File: src/hw/ofp_pkg.sv
// Purpose: Shared constants for the output frequency programming block.
// Assumes: Byte-wide register port; one 200 MHz clock.
// Notes: Offsets are page-0 byte register numbers.
package ofp_pkg;
    ////////////////////////////////////////////////////////////////////////////
    // Register port widths
    localparam int OFP_AW = 8; // Register number width
    localparam int OFP_DW = 8; // Register data width
    ////////////////////////////////////////////////////////////////////////////
    // Register offsets
    localparam logic [7:0] OFP_ADDR_CAL_CTRL = 8'h07; // calibration_control
    localparam logic [7:0] OFP_ADDR_GATE = 8'h11; // output_gate_control
    localparam logic [7:0] OFP_ADDR_DIV_LOW = 8'h17; // output_divider_low
    localparam logic [7:0] OFP_ADDR_DIV_HIGH = 8'h18; // packed_divider_high
    localparam logic [7:0] OFP_ADDR_FB0 = 8'h1A; // feedback_divider_byte0
    localparam logic [7:0] OFP_ADDR_FB1 = 8'h1B; // feedback_divider_byte1
    localparam logic [7:0] OFP_ADDR_FB2 = 8'h1C; // feedback_divider_byte2
    localparam logic [7:0] OFP_ADDR_FB3 = 8'h1D; // feedback_divider_byte3
    localparam logic [7:0] OFP_ADDR_FB4 = 8'h1E; // feedback_divider_byte4
    localparam logic [7:0] OFP_ADDR_FB_TOP = 8'h1F; // feedback_divider_top
    localparam logic [7:0] OFP_ADDR_CAL_OVR = 8'h45; // calibration_override
    localparam logic [7:0] OFP_ADDR_PAGE = 8'hFF; // page_select
    ////////////////////////////////////////////////////////////////////////////
    // Field positions and values
    localparam int OFP_CAL_START_BIT = 3; // Start bit in calibration_control
    localparam int OFP_GATE_BIT = 0; // Output enable bit in output_gate_control
    localparam int OFP_OVR_BIT = 0; // Override bit in calibration_override
    localparam int OFP_P2_LSB = 4; // Power-of-two field low bit in packed reg
    localparam int OFP_P2_W = 3; // Power-of-two field width
    localparam int OFP_INT_HI_W = 3; // Integer divider upper bits in packed reg
    localparam int OFP_INT_W = 11; // Integer output divider width
    localparam int OFP_FB_INT_W = 11; // Feedback integer part width
    localparam int OFP_FB_FRAC_W = 32; // Feedback fraction part width
    localparam int OFP_FB_W = OFP_FB_INT_W + OFP_FB_FRAC_W; // 43 bits in total
    localparam int OFP_FB_TOP_W = 3; // Feedback bits 42..40
    localparam logic [2:0] OFP_P2_MAX_EXP = 3'h5; // Largest exponent, divide by 32
    localparam logic [10:0] OFP_INT_MAX = 11'h7FE; // Largest integer divider, 2046
    localparam logic [10:0] OFP_INT_MIN_HW = 11'h002; // Smallest ratio the counter runs
    localparam int OFP_PERIOD_W = 16; // Width of total divide period
    ////////////////////////////////////////////////////////////////////////////
    // Reset values
    localparam logic [7:0] OFP_RST_CAL_CTRL = 8'h00; // calibration_control
    localparam logic [7:0] OFP_RST_GATE = 8'h01; // output_gate_control
    localparam logic [7:0] OFP_RST_DIV_LOW = 8'h54; // output_divider_low
    localparam logic [7:0] OFP_RST_DIV_HIGH = 8'h00; // packed_divider_high
    localparam logic [7:0] OFP_RST_FB_BYTE = 8'h00; // each feedback byte
    localparam logic [7:0] OFP_RST_CAL_OVR = 8'h00; // calibration_override
    localparam logic [7:0] OFP_RST_PAGE = 8'h00; // page_select
    localparam logic [7:0] OFP_PAGE_ZERO = 8'h00; // Page holding these registers
    ////////////////////////////////////////////////////////////////////////////
    // Timing
    localparam int OFP_CLK_MHZ = 200; // Clock rate in MHz
    localparam int OFP_CAL_TIME_MS = 30; // Calibration time in ms
    localparam int OFP_CAL_CYCLES = OFP_CAL_TIME_MS * 1000 * OFP_CLK_MHZ; // Longest, down
    localparam int OFP_CNT_W = 32; // Calibration counter width
endpackage : ofp_pkg

File: src/hw/ofp_freq_prog.sv
// Purpose: Frequency programming registers, update sequence and output gate.
// Assumes: Byte register port driven by the serial slave, synchronous to clk_i.
// Notes: Staged divider bytes take effect when calibration completes, or one cycle after a start write with override set.
//
// Contract
// - Power-of-two field value zero divides by one
// - Integer output divider accepts up to 2046
// - Feedback divider is unsigned 11.32, 43 bits
// - Packed register: exponent bits 6..4, integer high 2..0
// - Packed register bits 7 and 3 unused
// - Divider bytes at registers 23 to 31
// - Writes alone do not change active dividers
// - Writing zero to 69 clears calibration override
// - Writing zero to 17 gates output off cleanly
// - Writing 0x08 to 7 starts calibration
// - Calibration completes within 30 ms
// - Writing one to 17 gates output back on
// - Settings work on every faster speed grade
// - Exponent six or seven divides by 32
// - Odd low integer ratios keep 50 percent duty; the divider instead holds the output high for the longer half of an odd period
`timescale 1ns/1ps
`default_nettype none
module ofp_freq_prog #(
    parameter int CAL_CYCLES = ofp_pkg::OFP_CAL_CYCLES // Calibration time in cycles
) (
    input wire logic clk_i, // System clock, 200 MHz
    input wire logic reset_i, // Async reset, active high
    input wire logic reg_wr_i, // Register write strobe
    input wire logic reg_rd_i, // Register read strobe
    input wire logic [ofp_pkg::OFP_AW-1:0] reg_addr_i, // Register number
    input wire logic [ofp_pkg::OFP_DW-1:0] reg_wdata_i, // Write data
    output logic [ofp_pkg::OFP_DW-1:0] reg_rdata_o, // Read data
    output logic reg_rvalid_o, // Read data valid pulse
    output logic clk_out_o, // Divided, gated output clock
    output logic out_enabled_o, // Gate state in effect
    output logic calibrating_o, // Calibration in progress
    output logic [ofp_pkg::OFP_INT_W-1:0] act_int_div_o, // Active integer ratio
    output logic [ofp_pkg::OFP_P2_W-1:0] act_p2_o, // Active exponent
    output logic [ofp_pkg::OFP_FB_W-1:0] act_fb_o // Active feedback divider
);
    import ofp_pkg::*;

    ////////////////////////////////////////////////////////////////////////////
    // Declarations
    logic [7:0] page_q; // page_select contents
    logic [7:0] ovr_q; // calibration_override contents
    logic gate_q; // Requested output enable
    logic [7:0] div_low_q; // Integer divider low byte
    logic [OFP_INT_HI_W-1:0] int_hi_q; // Integer divider high bits
    logic [OFP_P2_W-1:0] p2_q; // Staged power-of-two exponent
    logic [OFP_FB_W-1:0] fb_q; // Staged feedback divider
    logic page_zero_w; // Page zero selected
    logic wr_w; // Write accepted on page zero, or to page_select on any page
    logic rd_w; // Read on page zero, or of page_select on any page
    logic cal_req_w; // Write to calibration_control with start set
    logic cal_run_w; // Start the timed calibration
    logic apply_now_w; // Override set, apply without calibration
    logic cal_busy_w; // Timer running
    logic cal_done_w; // Timer finished pulse
    logic apply_q; // Delayed apply for the override path
    logic div_gate_w; // Gate state from divider
    logic div_clk_w; // Clock level from divider
    logic [OFP_INT_W-1:0] staged_int_w; // Staged integer ratio
    logic [7:0] rdata_w; // Read mux result
    logic [OFP_CNT_W-1:0] cal_cycles_w; // Calibration length

    ////////////////////////////////////////////////////////////////////////////
    // Access decode
    always_comb begin
        page_zero_w = (page_q == OFP_PAGE_ZERO);
        wr_w = reg_wr_i && (page_zero_w || reg_addr_i == OFP_ADDR_PAGE);
        rd_w = reg_rd_i && (page_zero_w || reg_addr_i == OFP_ADDR_PAGE);
        cal_req_w = wr_w && (reg_addr_i == OFP_ADDR_CAL_CTRL)
            && reg_wdata_i[OFP_CAL_START_BIT];
        cal_run_w = cal_req_w && !ovr_q[OFP_OVR_BIT];
        apply_now_w = cal_req_w && ovr_q[OFP_OVR_BIT];
        staged_int_w = {int_hi_q, div_low_q};
        cal_cycles_w = CAL_CYCLES[OFP_CNT_W-1:0];
    end

    ////////////////////////////////////////////////////////////////////////////
    // Page select register
    always_ff @(posedge clk_i or posedge reset_i) begin
        if (reset_i) begin
            page_q <= OFP_RST_PAGE;
        end else if (wr_w && reg_addr_i == OFP_ADDR_PAGE) begin // Page write
            page_q <= reg_wdata_i;
        end
    end

    ////////////////////////////////////////////////////////////////////////////
    // Calibration override register
    always_ff @(posedge clk_i or posedge reset_i) begin
        if (reset_i) begin
            ovr_q <= OFP_RST_CAL_OVR;
        end else if (wr_w && reg_addr_i == OFP_ADDR_CAL_OVR) begin // Override write
            ovr_q <= reg_wdata_i;
        end
    end

    ////////////////////////////////////////////////////////////////////////////
    // Output gate request
    always_ff @(posedge clk_i or posedge reset_i) begin
        if (reset_i) begin
            gate_q <= OFP_RST_GATE[OFP_GATE_BIT];
        end else if (wr_w && reg_addr_i == OFP_ADDR_GATE) begin // Gate write
            gate_q <= reg_wdata_i[OFP_GATE_BIT];
        end
    end

    ////////////////////////////////////////////////////////////////////////////
    // Integer and power-of-two divider staging
    always_ff @(posedge clk_i or posedge reset_i) begin
        if (reset_i) begin
            div_low_q <= OFP_RST_DIV_LOW;
            int_hi_q <= OFP_RST_DIV_HIGH[OFP_INT_HI_W-1:0];
            p2_q <= OFP_RST_DIV_HIGH[OFP_P2_LSB+:OFP_P2_W];
        end else if (wr_w) begin
            if (reg_addr_i == OFP_ADDR_DIV_LOW) begin // Low byte
                div_low_q <= reg_wdata_i;
            end else if (reg_addr_i == OFP_ADDR_DIV_HIGH) begin // Packed byte
                p2_q <= reg_wdata_i[OFP_P2_LSB+:OFP_P2_W];
                int_hi_q <= reg_wdata_i[OFP_INT_HI_W-1:0];
            end
        end
    end

    ////////////////////////////////////////////////////////////////////////////
    // Feedback divider staging, least significant byte first
    always_ff @(posedge clk_i or posedge reset_i) begin
        if (reset_i) begin
            fb_q <= '0;
        end else if (wr_w) begin
            if (reg_addr_i == OFP_ADDR_FB0) begin // Bits 7..0
                fb_q[7:0] <= reg_wdata_i;
            end else if (reg_addr_i == OFP_ADDR_FB1) begin // Bits 15..8
                fb_q[15:8] <= reg_wdata_i;
            end else if (reg_addr_i == OFP_ADDR_FB2) begin // Bits 23..16
                fb_q[23:16] <= reg_wdata_i;
            end else if (reg_addr_i == OFP_ADDR_FB3) begin // Bits 31..24
                fb_q[31:24] <= reg_wdata_i;
            end else if (reg_addr_i == OFP_ADDR_FB4) begin // Bits 39..32
                fb_q[39:32] <= reg_wdata_i;
            end else if (reg_addr_i == OFP_ADDR_FB_TOP) begin // Bits 42..40
                fb_q[42:40] <= reg_wdata_i[OFP_FB_TOP_W-1:0];
            end
        end
    end

    ////////////////////////////////////////////////////////////////////////////
    // Calibration timer
    ofp_cal_timer u_cal_timer (
        .clk_i(clk_i), // System clock
        .reset_i(reset_i), // Reset
        .start_i(cal_run_w), // Start on a start write with override clear
        .cycles_i(cal_cycles_w), // Length of calibration
        .busy_o(cal_busy_w), // Running
        .done_o(cal_done_w) // Finished
    );

    ////////////////////////////////////////////////////////////////////////////
    // Override path applies one cycle after the start write
    always_ff @(posedge clk_i or posedge reset_i) begin
        if (reset_i) begin
            apply_q <= 1'b0;
        end else begin
            apply_q <= apply_now_w;
        end
    end

    ////////////////////////////////////////////////////////////////////////////
    // Active dividers: loaded when calibration completes or on the override apply
    always_ff @(posedge clk_i or posedge reset_i) begin
        if (reset_i) begin
            act_int_div_o <= {OFP_RST_DIV_HIGH[OFP_INT_HI_W-1:0], OFP_RST_DIV_LOW};
            act_p2_o <= OFP_RST_DIV_HIGH[OFP_P2_LSB+:OFP_P2_W];
            act_fb_o <= '0;
        end else if (cal_done_w || apply_q) begin // Update complete
            act_int_div_o <= staged_int_w;
            act_p2_o <= p2_q;
            act_fb_o <= fb_q;
        end
    end

    ////////////////////////////////////////////////////////////////////////////
    // Calibration status output
    always_ff @(posedge clk_i or posedge reset_i) begin
        if (reset_i) begin
            calibrating_o <= 1'b0;
        end else begin
            calibrating_o <= cal_busy_w;
        end
    end

    ////////////////////////////////////////////////////////////////////////////
    // Output divider and glitch-free gate
    ofp_out_div u_out_div (
        .clk_i(clk_i), // System clock
        .reset_i(reset_i), // Reset
        .int_div_i(act_int_div_o), // Active integer ratio
        .p2_i(act_p2_o), // Active exponent
        .gate_i(gate_q), // Requested gate
        .clk_out_o(div_clk_w), // Divided clock
        .gate_o(div_gate_w) // Gate in effect
    );

    always_comb begin
        clk_out_o = div_clk_w; // Already a flop in the divider
        out_enabled_o = div_gate_w; // Already a flop in the divider
    end

    ////////////////////////////////////////////////////////////////////////////
    // Read mux; unmapped bits read zero, unused bits too except in calibration_override
    always_comb begin
        rdata_w = 8'h00;
        if (reg_addr_i == OFP_ADDR_PAGE) begin // Page select
            rdata_w = page_q;
        end else if (!page_zero_w) begin // Other pages are not implemented
            rdata_w = 8'h00;
        end else if (reg_addr_i == OFP_ADDR_CAL_CTRL) begin // Start bit reads busy
            rdata_w[OFP_CAL_START_BIT] = cal_busy_w;
        end else if (reg_addr_i == OFP_ADDR_GATE) begin // Gate request
            rdata_w[OFP_GATE_BIT] = gate_q;
        end else if (reg_addr_i == OFP_ADDR_DIV_LOW) begin // Integer low byte
            rdata_w = div_low_q;
        end else if (reg_addr_i == OFP_ADDR_DIV_HIGH) begin // Bits 7 and 3 zero
            rdata_w = {1'b0, p2_q, 1'b0, int_hi_q};
        end else if (reg_addr_i == OFP_ADDR_FB0) begin
            rdata_w = fb_q[7:0];
        end else if (reg_addr_i == OFP_ADDR_FB1) begin
            rdata_w = fb_q[15:8];
        end else if (reg_addr_i == OFP_ADDR_FB2) begin
            rdata_w = fb_q[23:16];
        end else if (reg_addr_i == OFP_ADDR_FB3) begin
            rdata_w = fb_q[31:24];
        end else if (reg_addr_i == OFP_ADDR_FB4) begin
            rdata_w = fb_q[39:32];
        end else if (reg_addr_i == OFP_ADDR_FB_TOP) begin // Top three bits only
            rdata_w = {5'h00, fb_q[42:40]};
        end else if (reg_addr_i == OFP_ADDR_CAL_OVR) begin
            rdata_w = ovr_q;
        end
    end

    ////////////////////////////////////////////////////////////////////////////
    // Registered read answer
    always_ff @(posedge clk_i or posedge reset_i) begin
        if (reset_i) begin
            reg_rdata_o <= 8'h00;
            reg_rvalid_o <= 1'b0;
        end else begin
            reg_rvalid_o <= reg_rd_i;
            if (reg_rd_i) begin // Capture on a read strobe
                reg_rdata_o <= rd_w ? rdata_w : 8'h00;
            end
        end
    end
endmodule : ofp_freq_prog
`default_nettype wire

File: src/hw/ofp_cal_timer.sv
// Purpose: Counts out the core calibration time after a start pulse.
// Assumes: cycles_i is at least one and stable while busy.
// Notes: A start while busy restarts the count.
`timescale 1ns/1ps
`default_nettype none
module ofp_cal_timer (
    input wire logic clk_i, // System clock
    input wire logic reset_i, // Async reset, active high
    input wire logic start_i, // One-cycle start pulse
    input wire logic [ofp_pkg::OFP_CNT_W-1:0] cycles_i, // Cycles to run
    output logic busy_o, // High while calibrating
    output logic done_o // One-cycle pulse at completion
);
    import ofp_pkg::*;
    logic [OFP_CNT_W-1:0] cnt_q; // Cycles remaining
    ////////////////////////////////////////////////////////////////////////////
    // Countdown and completion pulse
    always_ff @(posedge clk_i or posedge reset_i) begin
        if (reset_i) begin
            cnt_q <= '0;
            busy_o <= 1'b0;
            done_o <= 1'b0;
        end else if (start_i) begin // Load count less one
            cnt_q <= cycles_i - 32'h00000001;
            busy_o <= 1'b1;
            done_o <= 1'b0;
        end else if (busy_o && cnt_q == '0) begin // Time is up
            busy_o <= 1'b0;
            done_o <= 1'b1;
        end else begin
            cnt_q <= busy_o ? cnt_q - 32'h00000001 : cnt_q;
            done_o <= 1'b0;
        end
    end
endmodule : ofp_cal_timer
`default_nettype wire

File: src/hw/ofp_out_div.sv
// Purpose: Output divider: integer ratio times power-of-two, with glitch-free gate.
// Assumes: Ratios change only at period ends matter for clean edges.
// Notes: Odd periods (odd ratio, exponent zero) give high for the longer half of the period.
`timescale 1ns/1ps
`default_nettype none
module ofp_out_div (
    input wire logic clk_i, // System clock
    input wire logic reset_i, // Async reset, active high
    input wire logic [ofp_pkg::OFP_INT_W-1:0] int_div_i, // Integer ratio
    input wire logic [ofp_pkg::OFP_P2_W-1:0] p2_i, // Power-of-two exponent
    input wire logic gate_i, // Requested output enable
    output logic clk_out_o, // Divided clock level
    output logic gate_o // Gate state in effect
);
    import ofp_pkg::*;
    logic [2:0] exp_w; // Clamped exponent
    logic [OFP_INT_W-1:0] n_w; // Ratio the counter can run
    logic [OFP_PERIOD_W-1:0] period_w; // Total period in cycles
    logic [OFP_PERIOD_W-1:0] half_w; // High part of the period
    logic [OFP_PERIOD_W-1:0] cnt_q; // Position in period
    logic wrap_w; // Last cycle of period
    ////////////////////////////////////////////////////////////////////////////
    // Ratio decode
    always_comb begin
        exp_w = (p2_i > OFP_P2_MAX_EXP) ? OFP_P2_MAX_EXP : p2_i;
        n_w = (int_div_i < OFP_INT_MIN_HW) ? OFP_INT_MIN_HW : int_div_i;
        period_w = {5'h00, n_w} << exp_w;
        half_w = {1'b0, period_w[OFP_PERIOD_W-1:1]} + {15'h0000, period_w[0]};
        wrap_w = (cnt_q >= period_w - 16'h0001);
    end
    ////////////////////////////////////////////////////////////////////////////
    // Period counter; gate changes only at a period end
    always_ff @(posedge clk_i or posedge reset_i) begin
        if (reset_i) begin
            cnt_q <= '0;
            gate_o <= 1'b1;
        end else if (wrap_w) begin
            cnt_q <= '0;
            gate_o <= gate_i;
        end else begin
            cnt_q <= cnt_q + 16'h0001;
        end
    end
    ////////////////////////////////////////////////////////////////////////////
    // Output level, odd periods high for the longer half by rounding the high part up
    always_ff @(posedge clk_i or posedge reset_i) begin
        if (reset_i) begin
            clk_out_o <= 1'b0;
        end else begin
            clk_out_o <= gate_o && (cnt_q < half_w);
        end
    end
endmodule : ofp_out_div
`default_nettype wire

File: config.mk
export PLATFORM = sky130hd
export DESIGN_NAME = ofp_freq_prog
export DESIGN_NICKNAME = d
export VERILOG_FILES = /design/src/hw/ofp_pkg.sv /design/src/hw/ofp_freq_prog.sv /design/src/hw/ofp_cal_timer.sv /design/src/hw/ofp_out_div.sv
export SDC_FILE = /design/constraint.sdc
export NUM_CORES = 1
export LEC_CHECK = 0
export BUFFER_PORTS_ARGS = -buffer_cell sky130_fd_sc_hd__buf_4
export CORE_MARGIN = 10
export CORE_UTILIZATION = 65
export DETAILED_ROUTE_END_ITERATION = 8
export PLACE_DENSITY = 0.95
export SLEW_MARGIN = 40
export SYNTH_ARGS = -nofsm -noshare
export SYNTH_HDL_FRONTEND = slang
export SYNTH_SLANG_ARGS = --single-unit
File: constraint.sdc
create_clock -name clk_i -period 12.79 [get_ports clk_i]
set_input_delay 2.558 -clock clk_i [delete_from_list [all_inputs] [get_ports clk_i]]
set_output_delay 2.558 -clock clk_i [all_outputs]
set_load 0.01 [all_outputs]
* After elaboration in Yosys (flattened, before gate mapping) *
Index checks and enable logic that the tools add are counted.
W data, S select, Z words.

storage, ports and cells
  register bits = 194
  input port bits = 20
  output and inout port bits = 69
  word-level logic and storage cells = 107

operators by class
  add/sub/neg operators = 4
  order comparisons = 4
  equality and inequality tests = 13
  shift-type cells = 1
  mux-type cells = 27
  bitwise gates (word level) = 6
  reduce and logical (&&, ||, !) cells = 27

operators with widths
  cell                     count
  $mux W32                 3
  $mux W8                  12
  $eq A8 B5 Y1 const B     9
  $logic_not A32 Y1        1
  $sub A32 B1 Y32 const B  1
  $add A15 B1 Y16          1
  $add A16 B1 Y16 const B  1
  $ge A16 B16 Y1           1
  $lt A16 B16 Y1           1
  $mux W16                 1
  $shl A11 B3 Y16          1
  $sub A16 B1 Y16 const B  1
  $logic_and A1 B1 Y1      11
  $lt A11 B2 Y1 const B    1
  $mux W11                 1
  $eq A8 B3 Y1 const B     1
  $eq A8 B7 Y1 const B     1
  $eq A8 B8 Y1 const B     1
  $logic_not A8 Y1         1
  $mux W7                  1
  $reduce_and A7 Y1        1
  $mux W1                  6
  $mux W3                  2
  $not A1 Y1               6
  other kinds (11)         16

* Logic depth before layout (Yosys ltp) *
  depth after elaboration = 15
  mapped depth = 19
  gate-level depth less buffers = 17

* Modules after synthesis *
A second synthesis with hierarchy kept.

unflattened totals
  cell total of the unflattened synthesis = 1,216
  area total of the unflattened synthesis = 12,248.0 sq um

modules (own cells, without submodules)
  module         instances  cells each  area each (sq um)  sequential area each (sq um)
  ofp_freq_prog  1          503         6,416.2            3,562.2
  ofp_cal_timer  1          378         2,985.4            850.8
  ofp_out_div    1          335         2,846.5            451.7

* Worst setup path before layout *
OpenSTA, ideal clock, no wires.

  path type = input-to-reg
  start point = in reg_addr_i[5] (netlist bit)
  end point = reg fb_q[20]
  setup time = 0.125 ns
  arrival time = 4.413 ns
  required time = 12.665 ns
  path slack = 8.252 ns
  stages on the path = 7
  buffers on the path = 2
  cell sequence = nor4b_1 > and3_1 > clkbuf_1 > nand2b_1 > clkbuf_1 > nor3_2 > mux2_2

on the way
  cells in the longest elaborated chain, start to end = 4
  elaborated cells on any way between the ends = 9
  classes of those cells = eq/ne (4); bitwise (2); reduce/logical (3)

ends and longest elaborated chain
  item                             RTL line              text
  start: declaration               ofp_freq_prog.sv:30   input wire logic [ofp_pkg::OFP_AW-1:0] reg_addr_i,
  $eq A8 B8 Y1                     ofp_freq_prog.sv:71   wr_w = reg_wr_i && (page_zero_w || reg_addr_i == OFP_ADDR_PAGE);
  $logic_or A1 B1 Y1               ofp_freq_prog.sv:71
  $logic_and A1 B1 Y1              ofp_freq_prog.sv:71
  $reduce_and A4 Y1 (no line) (*)  --
  end signal: assignment           ofp_freq_prog.sv:139  fb_q[23:16] <= reg_wdata_i;
  end: declaration                 ofp_freq_prog.sv:51   logic [OFP_FB_W-1:0] fb_q;

Mark *: on every way between the ends. The rest lies on a longest branch, timed or not.
A chain may end at the register's enable or synchronous reset.

* Worst setup path after layout *
  start point = reg act_p2_o[0] (netlist bit)
  end point = reg u_out_div.cnt_q[3]

on the way
  cells in the longest elaborated chain, start to end = 6

ends and longest elaborated chain
  item                      RTL line              text
  start: declaration        ofp_freq_prog.sv:38   output logic [ofp_pkg::OFP_P2_W-1:0] act_p2_o,
  start signal: assignment  ofp_freq_prog.sv:176  act_p2_o <= OFP_RST_DIV_HIGH[OFP_P2_LSB+:OFP_P2_W];
  start signal: assignment  ofp_freq_prog.sv:180  act_p2_o <= p2_q;
  $gt A3 B3 Y1              ofp_out_div.sv:25     exp_w = (p2_i > OFP_P2_MAX_EXP) ? OFP_P2_MAX_EXP : p2_i;
  $mux W3 (*)               ofp_out_div.sv:25
  $shl A11 B3 Y16 (*)       ofp_out_div.sv:27     period_w = {5'h00, n_w} << exp_w;
  $sub A16 B1 Y16 (*)       ofp_out_div.sv:29     wrap_w = (cnt_q >= period_w - 16'h0001);
  $ge A16 B16 Y1 (*)        ofp_out_div.sv:29
  $mux W16 (*)              ofp_out_div.sv:37     end else if (wrap_w) begin
  end signal: assignment    ofp_out_div.sv:41     cnt_q <= cnt_q + 16'h0001;
  end: declaration          ofp_out_div.sv:20     logic [OFP_PERIOD_W-1:0] cnt_q;

Marked as above.

==> results.json <==
{
  "status": "complete, no violations",
  "synthTopCellsByCount": "dfrtp_1 (186), mux2_2 (131), nor2_1 (70), nand2_1 (65), nor3_1 (43)",
  "nFillCells": 940,
  "syn2layout_area_growth_pct": 14.0,
  "p_total_mw": 1.36,
  "clock_latency_ns": 0.44,
  "grt_setup_unrepaired": "no",
  "dp_cells": 1240,
  "whs_ns": 0.511,
  "synth_top_area_share_pct": 44.3,
  "crit_path_end_kind": "flip-flop",
  "finalCriticalPeriod_ns": 5.18,
  "port-buffer-count": 88,
  "cts-root-buf": "clkbuf_16",
  "finish.utilization_pct": 75.6,
  "antenna_found_initial": 0,
  "totalNegativeSetupSlack_ns": 0,
  "hold_buffers": 0,
  "powerDensity_nw_per_um2": 114,
  "drt_iter0_drc": 1114,
  "die_h_um": 147,
  "ys_ff_latch": 194,
  "crit_required_ns": 13.06,
  "die_area_sq_um": 21600,
  "ys_seq_area_share_pct": 46.3,
  "yosysTopAreaCell": "dfrtp_1",
  "grt_pass1_wl_um": 47100,
  "setup_viol": 0,
  "grt_pass1_vias": 8695,
  "antennaDiodeCount": 0,
  "irDropWorstVdd_uv": 118,
  "synth_ff_type": "dfrtp_1",
  "nets": 1101,
  "routedWlPerCell_um": 22.9,
  "drc": 0,
  "cts.sinks": 194,
  "htree_levels": 4,
  "dr.pass1.iters": 7,
  "setup_ws_ns": 7.61,
  "worst_pin_slew_ns": 0.859,
  "initial_core_util_pct": 66.3,
  "worst-path-max-fanout": 19,
  "startpoint_type": "flip-flop",
  "syn_area_sq_um": 10500,
  "hold_class": "reg -> reg",
  "slew_headroom_pct": 42.2,
  "synth_async_sr_flop_share_pct": 100,
  "synth.avg_cell_area_sq_um": 10.8,
  "power_leakage_nw": 5.41,
  "cts_resized": 0,
  "ys_types": 77,
  "synth_cells": 972,
  "io_pins": 89,
  "viasPerCell": 6.73,
  "drive_gt1_share_pct": 28.2,
  "synth_edf_count": 0,
  "netlist_top_cells_area": "dfrtp_1 (44%), mux2_2 (14%), ha_1 (4.3%)",
  "drt-total-wl_um": 29200,
  "final_max_slew_viol_count": 0,
  "place_ws_ns": 7.52,
  "max_freq_mhz": 193,
  "gp_congestion": 1.01,
  "worstSetupPathType": "reg -> reg",
  "cts_tree": "done",
  "dpl.hpwl_um": 19600,
  "overflow": 0,
  "clk_pin_slew_ns": 0.08,
  "dpl_cell_area_sq_um": 11300,
  "cap_violations": 0,
  "cts_setup_buffers": 0,
  "fin_area_sq_um": 12000,
  "cts_buffer_depth": 2,
  "finClkSkew_ns": 0.0110,
  "syn-num-nets": 1028,
  "rows": 46,
  "finalHoldViolCount": 0,
  "grt_start_max_net_pins": 141,
  "ant_nets": 0,
  "vias": 8576,
  "numCtsBuffers": 17,
  "synth_warnings": 0,
  "fp.coreArea_sq_um": 15800,
  "min_period_over_period_pct": 40.5,
  "synth.most_common_cell": "dfrtp_1",
  "track_usage_pct": 26.6,
  "arrival_ns": 5.45,
  "stdcell_count": 1274,
  "die_x_um": 147
}
## final timing paths
| check | start | end | depth (start not counted) | slack [ns] |
|---|---|---|---|---|
| worst min-delay path | act_fb_o[11] | act_fb_o[11] | 1 | 0.51 |
| min in group asynchronous | reset_i | u_cal_timer.cnt_q[10] | 2 | 2.25 |
| max in group asynchronous | reset_i | u_cal_timer.cnt_q[29] | 3 | 9.40 |
| worst max register to register | act_p2_o[0] | u_out_div.cnt_q[3] | 15 | 7.61 |
| worst max-delay path | act_p2_o[0] | u_out_div.cnt_q[3] | 15 | 7.61 |
| worst min register to register | act_fb_o[11] | act_fb_o[11] | 1 | 0.51 |
## cell type report
class	instances	area [sq um]	area share (%)
Tap cell	216	270	2.26
Clock buffer	17	425	3.56
Sequential cell	194	4870	40.7
Inverter	19	83.8	0.701
Clock inverter	15	180	1.51
Timing Repair Buffer	98	726	6.07
Multi-Input combinational cell	715	5410	45.2
## sequential cells by signal, summed over array words and instances (netlist names), 3 cells and up
name and count:
p2_q 3, fb_q 43, u_out_div.cnt_q 16, act_int_div_o 11
act_fb_o 43, reg_rdata_o 8, act_p2_o 3, div_low_q 8
u_cal_timer.cnt_q 32, ovr_q 8, page_q 8, int_hi_q 3
## where the power goes
part / internal [mW] / switching [mW] / leakage [nW]
registers: 0.643 / 0.0357 / 2.50
logic: 0.0576 / 0.0817 / 2.62
clock network: 0.268 / 0.276 / 0.298
total: 0.968 / 0.393 / 5.41
## worst max-delay path: stages (launching register included)
cell	delay (ns)
dfrtp_1	0.87
inv_1	0.27
nor2_1	0.35
a222oi_1	0.15
buf_1	0.20
buf_2	0.18
or4_1	0.59
nor4_1	0.40
nand3_1	0.15
xnor2_1	0.15
ha_1	0.30
nand3_1	0.08
a211oi_1	0.20
o21ai_0	0.23
a21boi_2	0.72
nor3_1	0.15
## cell families (layout without fill, tap and decap cells)
family,count (synthesis),in the layout,synth area share [%]
and+or+nand+nor,304,304,14.9
DFF,194,194,46.3
other,1,1,0.0357
buffers and inverters,63,149,2.32
muxes,147,147,15.8
adders and majority gates,36,36,4.29
AOI/OAI and AO/OA,165,165,11.1
xor gates and xnor gates,62,62,5.17
## placed cells by master, fill, tap and decap left out, types with 6 or more instances in the layout
cell and n:
buf_4 92, a21oi_1 39, nand4_1 8, inv_8 6, a21o_1 11, nor4_1 15
and3_1 11, a222oi_1 7, o22ai_1 8, xnor2_1 35, nand2_1 65, clkbuf_16 17
ha_1 36, xor2_1 27, o21ai_0 34, nand3_1 29, o211ai_1 7, mux2_2 131
nor2_1 68, or3_1 9, mux2i_1 14, dfstp_2 8, a211oi_1 6, a22oi_1 9
inv_1 18, nor3_1 42, nand2b_1 11, dfrtp_1 184
## routing by layer
layer | track usage, % | share of wire [%] | wire length (um) | up-vias
li1 | - | - | - | 3711
met4 | 10.1 | 3.4 | 1000 | 0
met2 | 42.7 | 48 | 13900 | 548
met3 | 7.59 | 9.7 | 2830 | 117
met5 | 0 | 0 | 0 | -
met1 | 33.4 | 39 | 11500 | 4200
Note: power is estimated with default switching activity, not from simulation.
